==> config.mk <==
export PLATFORM = sky130hd
export DESIGN_NAME = mad_datapath
export DESIGN_NICKNAME = d
export VERILOG_FILES = /design/src/mad_datapath.v
export VERILOG_INCLUDE_DIRS = /design/src /design/src/src
export SDC_FILE = /design/constraint.sdc
export NUM_CORES = 2
export LEC_CHECK = 0
export ABC_CLOCK_PERIOD_IN_PS = 12670
export BUFFER_PORTS_ARGS = -buffer_cell sky130_fd_sc_hd__buf_2
export CAP_MARGIN = 15
export CORE_AREA = 5 5 299 448
export CTS_BUF_LIST = sky130_fd_sc_hd__clkbuf_4
export DETAILED_ROUTE_END_ITERATION = 8
export DIE_AREA = 0 0 304 453
export GPL_TIMING_DRIVEN = 0
export PLACE_DENSITY = 0.59
export SYNTH_ARGS = -nofsm -noshare
export SYNTH_HDL_FRONTEND = slang
export SYNTH_SLANG_ARGS = --single-unit
export TNS_END_PERCENT = 10
==> constraint.sdc <==
create_clock -name clk_in -period 12.67 [get_ports clk_in]
set_input_delay 3.1675 -clock clk_in [delete_from_list [all_inputs] [get_ports clk_in]]
set_output_delay 3.1675 -clock clk_in [all_outputs]
set_load 0.01 [all_outputs]
==> src/mad_defines.vh <==
/*
  Constants for the move/arithmetic datapath: operation codes, sizes,
  register-view selectors and flag positions.
  Assumes it is included once per compilation unit by its bare name.
*/
`ifndef MAD_DEFINES_VH
`define MAD_DEFINES_VH

// ==========================================
// operation codes
`define MAD_OP_W 5
`define MAD_OP_NOP 5'h00
`define MAD_OP_MOVE_RR 5'h01
`define MAD_OP_MOVE_IMM 5'h02
`define MAD_OP_LOAD 5'h03
`define MAD_OP_STORE 5'h04
`define MAD_OP_POP 5'h05
`define MAD_OP_PUSH 5'h06
`define MAD_OP_ADD 5'h07
`define MAD_OP_SUB 5'h08
`define MAD_OP_ADDC 5'h09
`define MAD_OP_SUBC 5'h0A
`define MAD_OP_STEP_UP 5'h0B
`define MAD_OP_STEP_DOWN 5'h0C
`define MAD_OP_PTR_ADJ 5'h0D
`define MAD_OP_PTR_SHR 5'h0E
`define MAD_OP_BCD_SUM 5'h0F
`define MAD_OP_BCD_DIFF 5'h10
`define MAD_OP_MULU 5'h11
`define MAD_OP_MULS 5'h12
`define MAD_OP_PLOAD 5'h13
`define MAD_OP_PSTORE 5'h14

// ==========================================
// operand sizes
`define MAD_SZ_B 2'h0
`define MAD_SZ_W 2'h1
`define MAD_SZ_L 2'h2

// ==========================================
// register view: sel[3] picks upper half (E or H), sel[2:0] register number
`define MAD_SP_INDEX 3'h7
`define MAD_SEL_HI 3

// ==========================================
// flag positions in flag_register image (H N Z V C in low bits)
`define MAD_FLAG_C 0
`define MAD_FLAG_V 1
`define MAD_FLAG_Z 2
`define MAD_FLAG_N 3
`define MAD_FLAG_H 5

// ==========================================
// step, stack and decimal adjust constants
`define MAD_STEP_1 32'h00000001
`define MAD_STEP_2 32'h00000002
`define MAD_STEP_4 32'h00000004
`define MAD_BCD_6 8'h06
`define MAD_BCD_60 8'h60
`define MAD_BCD_9 4'h9

`endif

==> src/mad_datapath.v <==
/*
  Move/arithmetic execution datapath with an eight-entry 32-bit general
  register file seen as byte, word or longword registers.
  Assumes a sequencer that issues one operation at a time on op_valid_in
  and a memory that answers every request with mem_ack_in.
*/
// How it works
// - registers read as 8-, 16- or 32-bit views of one shared store
// - transfer_data copies B/W/L register, memory, or immediate into place
// - peripheral_load_sync and peripheral_store_sync are rejected as unsupported
// - pop loads from stack pointer address, then increments the pointer unless the pointer is the target
// - push decrements the stack pointer first, then stores there
// - add and subtract B/W/L, target with register or immediate
// - subtract of an immediate byte is refused
// - sum_with_carry and difference_with_borrow are byte-only, use carry
// - step_up and step_down change a register by 1 or 2
// - byte-sized steps allow only 1
// - pointer_adjust and pointer_shrink add/subtract 1, 2 or 4 on 32-bit
// - decimal adjust fixes a byte sum or difference to BCD using flags
// - unsigned_product: 8x8 to 16 or 16x16 to 32 bits
// - signed_product: two's complement 8x8 to 16 or 16x16 to 32
`default_nettype none
`include "mad_defines.vh"

module mad_datapath #(
  parameter ADDR_W = 24
) (
  input wire clk_in,
  input wire reset_in,
  input wire op_valid_in,
  input wire [4:0] op_code_in,
  input wire [1:0] op_size_in,
  input wire [3:0] target_sel_in,
  input wire [3:0] source_sel_in,
  input wire [31:0] imm_in,
  input wire use_imm_in,
  input wire [ADDR_W-1:0] mem_addr_in,
  input wire [7:0] flags_in,
  input wire [31:0] mem_rdata_in,
  input wire mem_ack_in,
  output wire op_ready_out,
  output reg op_done_out,
  output reg op_illegal_out,
  output reg [7:0] flags_out,
  output reg mem_req_out,
  output reg mem_write_out,
  output reg [1:0] mem_size_out,
  output reg [ADDR_W-1:0] mem_addr_out,
  output reg [31:0] mem_wdata_out,
  output reg [31:0] sp_out
);

  localparam ST_IDLE = 2'b01;
  localparam ST_MEM = 2'b10;

  reg [31:0] regs [0:7];
  reg [1:0] state;
  reg [1:0] mem_size_q;
  reg [3:0] mem_target;
  reg mem_is_pop;

  // ==========================================
  // register views
  function [31:0] read_view;
    input [3:0] sel;
    input [1:0] size;
    input [31:0] word;
    begin
      if (size == `MAD_SZ_L) begin
        read_view = word;
      end else if (size == `MAD_SZ_W) begin
        read_view = sel[`MAD_SEL_HI] ? {16'h0000, word[31:16]} : {16'h0000, word[15:0]};
      end else begin
        read_view = sel[`MAD_SEL_HI] ? {24'h000000, word[15:8]} : {24'h000000, word[7:0]};
      end
    end
  endfunction

  function [31:0] write_view;
    input [3:0] sel;
    input [1:0] size;
    input [31:0] word;
    input [31:0] val;
    begin
      if (size == `MAD_SZ_L) begin
        write_view = val;
      end else if (size == `MAD_SZ_W) begin
        write_view = sel[`MAD_SEL_HI] ? {val[15:0], word[15:0]} : {word[31:16], val[15:0]};
      end else begin
        write_view = sel[`MAD_SEL_HI] ? {word[31:16], val[7:0], word[7:0]}
                                      : {word[31:8], val[7:0]};
      end
    end
  endfunction

  function sign_bit;
    input [1:0] size;
    input [31:0] v;
    begin
      if (size == `MAD_SZ_L) begin
        sign_bit = v[31];
      end else if (size == `MAD_SZ_W) begin
        sign_bit = v[15];
      end else begin
        sign_bit = v[7];
      end
    end
  endfunction

  function [31:0] trim;
    input [1:0] size;
    input [31:0] v;
    begin
      if (size == `MAD_SZ_L) begin
        trim = v;
      end else if (size == `MAD_SZ_W) begin
        trim = {16'h0000, v[15:0]};
      end else begin
        trim = {24'h000000, v[7:0]};
      end
    end
  endfunction

  wire [31:0] tgt_word = regs[target_sel_in[2:0]];
  wire [31:0] src_word = regs[source_sel_in[2:0]];
  wire [31:0] a = read_view(target_sel_in, op_size_in, tgt_word);
  wire [31:0] b = use_imm_in ? trim(op_size_in, imm_in)
                             : read_view(source_sel_in, op_size_in, src_word);
  wire [31:0] sp = regs[`MAD_SP_INDEX];
  wire [31:0] stack_step = (op_size_in == `MAD_SZ_L) ? `MAD_STEP_4 : `MAD_STEP_2;
  wire carry_in = flags_in[`MAD_FLAG_C];
  // products are sized by their targets, so no high bits are lost to self-sizing
  wire [15:0] mulu_b = a[7:0] * b[7:0];
  wire [31:0] mulu_w = a[15:0] * b[15:0];
  wire signed [15:0] muls_b = $signed(a[7:0]) * $signed(b[7:0]);
  wire signed [31:0] muls_w = $signed(a[15:0]) * $signed(b[15:0]);

  // ==========================================
  // combinational result
  reg [32:0] res;
  reg [31:0] res_val;
  reg writes;
  reg illegal;
  reg set_flags;
  reg sub_op;
  reg [7:0] bcd;
  reg bcd_c;
  reg [31:0] prod;

  always @* begin
    res = 33'h0;
    writes = 1'b0;
    illegal = 1'b0;
    set_flags = 1'b0;
    sub_op = 1'b0;
    bcd = a[7:0];
    bcd_c = carry_in;
    prod = 32'h0;
    case (op_code_in)
      `MAD_OP_MOVE_RR, `MAD_OP_MOVE_IMM: begin
        res = {1'b0, b};
        writes = 1'b1;
      end
      `MAD_OP_ADD: begin
        res = {1'b0, a} + {1'b0, b};
        writes = 1'b1;
        set_flags = 1'b1;
      end
      `MAD_OP_SUB: begin
        illegal = use_imm_in && (op_size_in == `MAD_SZ_B);
        res = {1'b0, a} - {1'b0, b};
        writes = !illegal;
        set_flags = !illegal;
        sub_op = 1'b1;
      end
      `MAD_OP_ADDC, `MAD_OP_SUBC: begin
        illegal = (op_size_in != `MAD_SZ_B);
        sub_op = (op_code_in == `MAD_OP_SUBC);
        res = sub_op ? {25'h0, a[7:0]} - {25'h0, b[7:0]} - {32'h0, carry_in}
                     : {25'h0, a[7:0]} + {25'h0, b[7:0]} + {32'h0, carry_in};
        writes = !illegal;
        set_flags = !illegal;
      end
      `MAD_OP_STEP_UP, `MAD_OP_STEP_DOWN: begin
        illegal = (imm_in[1:0] != 2'h1 && imm_in[1:0] != 2'h2) ||
                  (op_size_in == `MAD_SZ_B && imm_in[1:0] != 2'h1);
        sub_op = (op_code_in == `MAD_OP_STEP_DOWN);
        res = sub_op ? {1'b0, a} - {31'h0, imm_in[1:0]}
                     : {1'b0, a} + {31'h0, imm_in[1:0]};
        writes = !illegal;
        set_flags = !illegal;
      end
      `MAD_OP_PTR_ADJ, `MAD_OP_PTR_SHR: begin
        illegal = (op_size_in != `MAD_SZ_L) ||
                  (imm_in[2:0] != 3'h1 && imm_in[2:0] != 3'h2 && imm_in[2:0] != 3'h4);
        res = (op_code_in == `MAD_OP_PTR_SHR) ? {1'b0, a} - {30'h0, imm_in[2:0]}
                                               : {1'b0, a} + {30'h0, imm_in[2:0]};
        writes = !illegal;
      end
      `MAD_OP_BCD_SUM: begin
        if (flags_in[`MAD_FLAG_H] || a[3:0] > `MAD_BCD_9) begin
          bcd = bcd + `MAD_BCD_6;
        end
        if (carry_in || a[7:0] > 8'h99) begin
          bcd = bcd + `MAD_BCD_60;
          bcd_c = 1'b1;
        end
        res = {25'h0, bcd};
        illegal = (op_size_in != `MAD_SZ_B);
        writes = !illegal;
        set_flags = !illegal;
      end
      `MAD_OP_BCD_DIFF: begin
        if (flags_in[`MAD_FLAG_H]) begin
          bcd = bcd - `MAD_BCD_6;
        end
        if (carry_in) begin
          bcd = bcd - `MAD_BCD_60;
        end
        res = {25'h0, bcd};
        illegal = (op_size_in != `MAD_SZ_B);
        writes = !illegal;
        set_flags = !illegal;
      end
      `MAD_OP_MULU: begin
        prod = (op_size_in == `MAD_SZ_B) ? {16'h0000, mulu_b} : mulu_w;
        illegal = (op_size_in == `MAD_SZ_L) || use_imm_in;
        res = {1'b0, prod};
        writes = !illegal;
      end
      `MAD_OP_MULS: begin
        if (op_size_in == `MAD_SZ_B) begin
          prod = {16'h0000, muls_b};
        end else begin
          prod = muls_w;
        end
        illegal = (op_size_in == `MAD_SZ_L) || use_imm_in;
        res = {1'b0, prod};
        writes = !illegal;
      end
      `MAD_OP_PLOAD, `MAD_OP_PSTORE: begin
        illegal = 1'b1;
      end
      `MAD_OP_LOAD, `MAD_OP_STORE, `MAD_OP_NOP: begin
        res = 33'h0;
      end
      `MAD_OP_POP, `MAD_OP_PUSH: begin
        illegal = (op_size_in == `MAD_SZ_B);
      end
      default: begin
        illegal = 1'b1;
      end
    endcase
    res_val = res[31:0];
  end

  // product sizes widen the write: B gives a word, W gives a longword
  wire [1:0] wr_size = (op_code_in == `MAD_OP_MULU || op_code_in == `MAD_OP_MULS) ?
                       ((op_size_in == `MAD_SZ_B) ? `MAD_SZ_W : `MAD_SZ_L) : op_size_in;
  wire [31:0] res_trim = trim(op_size_in, res_val);
  wire res_carry = (op_size_in == `MAD_SZ_L) ? res[32] :
                   (op_size_in == `MAD_SZ_W) ? res_val[16] : res_val[8];
  wire a_s = sign_bit(op_size_in, a);
  wire b_s = sign_bit(op_size_in, b) ^ sub_op;
  wire r_s = sign_bit(op_size_in, res_val);

  assign op_ready_out = (state == ST_IDLE);

  // ==========================================
  // sequencing
  integer i;
  always @(posedge clk_in or posedge reset_in) begin
    if (reset_in) begin
      for (i = 0; i < 8; i = i + 1) begin
        regs[i] <= 32'h00000000;
      end
      state <= ST_IDLE;
      op_done_out <= 1'b0;
      op_illegal_out <= 1'b0;
      flags_out <= 8'h00;
      mem_req_out <= 1'b0;
      mem_write_out <= 1'b0;
      mem_size_out <= `MAD_SZ_B;
      mem_addr_out <= {ADDR_W{1'b0}};
      mem_wdata_out <= 32'h00000000;
      sp_out <= 32'h00000000;
      mem_size_q <= `MAD_SZ_B;
      mem_target <= 4'h0;
      mem_is_pop <= 1'b0;
    end else begin
      op_done_out <= 1'b0;
      op_illegal_out <= 1'b0;
      case (state)
        ST_IDLE: begin
          if (op_valid_in) begin
            if (illegal) begin
              op_illegal_out <= 1'b1;
              op_done_out <= 1'b1;
            end else if (op_code_in == `MAD_OP_LOAD || op_code_in == `MAD_OP_POP) begin
              mem_req_out <= 1'b1;
              mem_write_out <= 1'b0;
              mem_size_out <= op_size_in;
              mem_addr_out <= (op_code_in == `MAD_OP_POP) ? sp[ADDR_W-1:0] : mem_addr_in;
              mem_size_q <= op_size_in;
              mem_target <= target_sel_in;
              mem_is_pop <= (op_code_in == `MAD_OP_POP);
              state <= ST_MEM;
            end else if (op_code_in == `MAD_OP_STORE || op_code_in == `MAD_OP_PUSH) begin
              mem_req_out <= 1'b1;
              mem_write_out <= 1'b1;
              mem_size_out <= op_size_in;
              mem_wdata_out <= read_view(source_sel_in, op_size_in, src_word);
              mem_is_pop <= 1'b0;
              if (op_code_in == `MAD_OP_PUSH) begin
                regs[`MAD_SP_INDEX] <= sp - stack_step;
                mem_addr_out <= sp[ADDR_W-1:0] - stack_step[ADDR_W-1:0];
              end else begin
                mem_addr_out <= mem_addr_in;
              end
              state <= ST_MEM;
            end else begin
              if (writes) begin
                regs[target_sel_in[2:0]] <= write_view(target_sel_in, wr_size, tgt_word,
                                                       res_val);
              end
              if (set_flags) begin
                flags_out <= flags_in;
                flags_out[`MAD_FLAG_N] <= sign_bit(op_size_in, res_trim);
                flags_out[`MAD_FLAG_Z] <= (res_trim == 32'h0);
                flags_out[`MAD_FLAG_V] <= (a_s == b_s) && (r_s != a_s);
                if (op_code_in == `MAD_OP_BCD_SUM || op_code_in == `MAD_OP_BCD_DIFF) begin
                  flags_out[`MAD_FLAG_C] <= bcd_c;
                end else if (op_code_in != `MAD_OP_STEP_UP &&
                             op_code_in != `MAD_OP_STEP_DOWN) begin
                  flags_out[`MAD_FLAG_C] <= res_carry;
                end
              end
              op_done_out <= 1'b1;
            end
          end
        end
        ST_MEM: begin
          if (mem_ack_in) begin
            mem_req_out <= 1'b0;
            if (!mem_write_out) begin
              regs[mem_target[2:0]] <= write_view(mem_target, mem_size_q,
                                                  regs[mem_target[2:0]], mem_rdata_in);
              if (mem_is_pop) begin
                // pointer bumps after the load; pop into the pointer itself keeps the data
                if (mem_target[2:0] != `MAD_SP_INDEX) begin
                  regs[`MAD_SP_INDEX] <= sp + ((mem_size_q == `MAD_SZ_L) ? `MAD_STEP_4
                                                                       : `MAD_STEP_2);
                end
              end
            end
            op_done_out <= 1'b1;
            state <= ST_IDLE;
          end
        end
        default: begin
          state <= ST_IDLE;
        end
      endcase
      sp_out <= regs[`MAD_SP_INDEX];
    end
  end

endmodule // mad_datapath
`default_nettype wire

==> flow_summary_export.csv <==
group,metric,value,unit
synthesis,synthesis.nets,6706,
floorplan,die-width,304,um
power,cellLeakagePower,26.36,nW
cts,clock_transition_at_path_regs,0.08,ns
floorplan,die-height,453,um
worst_setup_path,crit_path_end_kind,"register",
grt,track_usage,49.16,%
sta,worst_slew_margin_rel,6.183,%
power,worst_ir_drop_vdd,0.1935,mV
synthesis,yosysTopAreaCell,"dfrtp_1",
layout,design_area,58060,um^2
synthesis,ys_top_cells_by_area,"dfrtp_1 (18%), fa_1 (18%), ha_1 (6.9%)",
synthesis,asyncSetResetFlopFracSynth,100.0,%
cts,ctsLongestPathBuffers,3,
floorplan,design.die.area,137700,um^2
routing,route.detailed.vias_per_inst,6.788,
layout,area_growth,15.68,%
synthesis,postSynthAreaPerCell,8.569,um^2
min_path,whs_path_depth,0,
place,place.gp.congestion,1.137,
floorplan,effective_utilization_at_floorplan,38.75,%
synthesis,synth.ff_latch_count,367,
synthesis,synth_warnings,0,
routing,dr_total_vias,55267,
layout,post_route_cells_drive_above_1_share,15.83,%
worst_setup_path,cp_data_arrival_time,13.65,ns
synthesis,ys.flop_type,"dfrtp_1",
sta,fin_setup_tns,0,ns
cts,clk_latency,1.15,ns
routing,drc_marker_count_from_the_first_detailed_route_iteration,6782,
sta,setup_viol_count_final,0,
worst_setup_path,r2r.worst_path.cells,36,
cts,tritoncts_clock_tree,"built",
worst_setup_path,critPathMaxFanout,10,
grt,antenna_found_initial,30,
routing,routed_wl,347200,um
power,power_density,293.9,nW/um^2
place,place_area,54920,um^2
worst_setup_path,timing.critical_path.slowest_cell_delay,0.84,ns
sta,setup_repair_after_global_routing_missed_its_margin,"false",
sta,finClkSkew,0.1358,ns
synthesis,syn-instance-count,5857,
routing,detail-route-antenna-nets,0,
routing,wire_per_inst,42.64,um
grt,grt_pass1_vias,55283,
run_status,status,"finished clean",
grt,grt_start_max_net_pins,40,
floorplan,core_region_area,129500,um^2
place,detailed_place_hpwl,277100,um
floorplan,floorplan.io_pins,219,
sta,final_period_minus_worst_setup_slack,12.66,ns
cts,cts_buffers,97,
place,place_inst,7883,
sta,max_slew.worst_pin.slew,1.407,ns
place,io_buffers,209,
synthesis,synth.cell_area,50190,um^2
sta,timing_max_transition_violations_final,0,
worst_setup_path,critPathKind,"input port to register",
cts,clkSinkCount,367,
layout,final_cell_count_no_fill,8142,
synthesis,synth.distinct_cells,102,
sta,timing.final.hold_violations,0,
worst_setup_path,critPathLaunchType,"input port",
grt,grt_overflow,0,
sta,maxClockFrequency,78.97,MHz
synthesis,synth.yosys.seq_area_share,18.30,%
worst_setup_path,timing.critical_path.required,13.66,ns
worst_setup_path,crit_path_frequent_cell,"fa_1",
routing,detail_route.drc_violations,0,
layout,filler_cell_count,13153,
flow_run,maxCapViolCount,0,
synthesis,number_of_flops_mapped_to_enable_cells_by_yosys,0,
sta,min_period_over_period,99.95,%
cts,cts-root-buf,"clkbuf_4",
synthesis,area_share_of_the_leading_cell_type_in_the_synthesized_netlist,18.25,%
grt,grt_pass1_wl,467200,um
worst_setup_path,crit_path_top_delay_cell,"buf_1",
cts,clock_tree.htree_level_count,3,
routing,dr_pass1_iterations,8,
floorplan,placement_rows,162,
layout,final_nets,7171,
min_path,hold_path.class,"register to register",
-- layout make-up --
class | instances | area, um^2 | area share [%]
multi-input cells | 4405 | 37690 | 64.92
flip-flops and latches | 367 | 9185 | 15.82
repair buffers | 371 | 3156 | 5.435
inverters | 705 | 2693 | 4.638
well taps | 1722 | 2155 | 3.711
plain buffers | 375 | 1881 | 3.239
clock buffers | 124 | 930.9 | 1.603
clock inverters | 45 | 299.0 | 0.5151
diodes | 28 | 70.07 | 0.1207
-- synth_stat cells (38+ instances only) --
master      n
inv_1     688
nand2_1   638
fa_1      457
nor2_1    450
o21ai_0   377
dfrtp_1   366
a21oi_1   322
clkbuf_1  298
ha_1      276
mux2i_1   151
xnor2_1   121
o22ai_1   118
mux4_2    115
a22oi_1   108
a22o_1     99
mux2_2     84
nand3_1    76
nor3_1     71
xor2_1     59
a211oi_1   49
a32oi_1    49
a21o_1     48
o211ai_1   46
a221oi_1   44
and3_1     41
buf_1      41
o31ai_1    41
o21ai_1    38
-- power breakdown --
group | switching [mW] | internal (mW)
Combinational | 8.96 | 4.54
Clock | 0.664 | 0.542
Sequential | 0.743 | 1.62
-- placed cells by master (no fill, tap or decap), types with 32 or more instances in the layout --
cell type,netlist,layout
a211oi_1,49,41
a21o_1,48,47
a21oi_1,322,302
a221oi_1,44,39
a22o_1,99,99
a22oi_1,108,105
a32oi_1,49,49
and2_1,32,32
and3_1,41,41
buf_1,41,32
buf_2,30,220
buf_4,4,68
buf_6,4,36
buf_8,2,53
clkbuf_1,298,249
clkbuf_4,0,139
dfrtp_1,366,366
fa_1,457,455
ha_1,276,276
inv_1,688,677
mux2_2,84,84
mux2i_1,151,129
mux4_2,115,115
nand2_1,638,632
nand2b_1,37,35
nand3_1,76,74
nor2_1,450,441
nor3_1,71,67
o211ai_1,46,46
o21ai_0,377,365
o21ai_1,38,37
o22ai_1,118,114
o31ai_1,41,39
xnor2_1,121,120
xor2_1,59,59
-- final timing paths --
path	slack [ns]	to	start
min reg2reg	0.39	sp_out[28]$_DFF_PP0_	sp[28]$_DFFE_PP0P_
min in group asynchronous	2.12	sp_out[11]$_DFF_PP0_	reset_in
min	0.39	sp_out[28]$_DFF_PP0_	sp[28]$_DFFE_PP0P_
max	0.007	flags_out[2]$_DFFE_PP0P_	use_imm_in
max reg2reg	1.62	regs[219]$_DFFE_PP0P_	sp[10]$_DFFE_PP0P_
max in group asynchronous	8.92	state[0]$_DFFE_PP1P_	reset_in
-- cell families (layout without fill, tap and decap cells) --
kind of cell	Yosys count	in the layout	share of synthesized area, %
other cells	0	28	0
mux	354	354	10.20
fa+ha+maj	733	733	25.11
flops	367	367	18.30
simple gates	1508	1508	13.25
xor+xnor	181	181	3.186
buf+inv	1085	1620	8.356
compound gates	1629	1629	21.60
-- per-layer routing --
layer | global-route usage, % | vias up | wire (um)
met3 | 16.69 | 1883 | 34970
li1 | - | 21651 | -
met2 | 77.50 | 4318 | 154500
met1 | 47.38 | 27409 | 104900
met4 | 55.85 | 6 | 52750
met5 | 0.1388 | - | 41
-- timing repair --
item,in CTS,in global routing
cloned,0,0
hold buffers,0,0
pin swaps,15,16
buffers inserted,28,27
resized for setup,205,131
endpoints found under the setup margin,228,159
-- state kept, by name (all words and copies together), names as in the netlist, 4 cells and up --
name           cells
mem_wdata_out     32
regs             224
sp                32
mem_addr_out      24
flags_out          8
mem_target         4
sp_out            32
-- through the flow --
stage / hold slack (ns) / power [mW] / setup slack (ns) / util (%)
final: 0.3904 / 17.06 / 0.006533 / 44.83
after CTS: 0.3931 / 16.30 / -0.08739 / 44.14
after floorplan: 0.3519 / 9.443 / 0.1281 / -
after global routing: 0.4110 / 17.68 / 0.01809 / 44.78
after global placement: 0.3701 / 14.49 / -7.133 / 41.22
after detailed placement: 0.3660 / 14.79 / -5.254 / 42.40
-- worst max-delay path: cells and delay by family --
kind	cells	cell delay [ns]
adder cells (fa/ha/maj)	7	3.30
XOR/XNOR	1	0.19
AND/OR/NAND/NOR	7	2.04
AO/OA/AOI/OAI	7	2.10
buffers and inverters	8	2.77
Note: power is estimated with default switching activity, not from simulation.
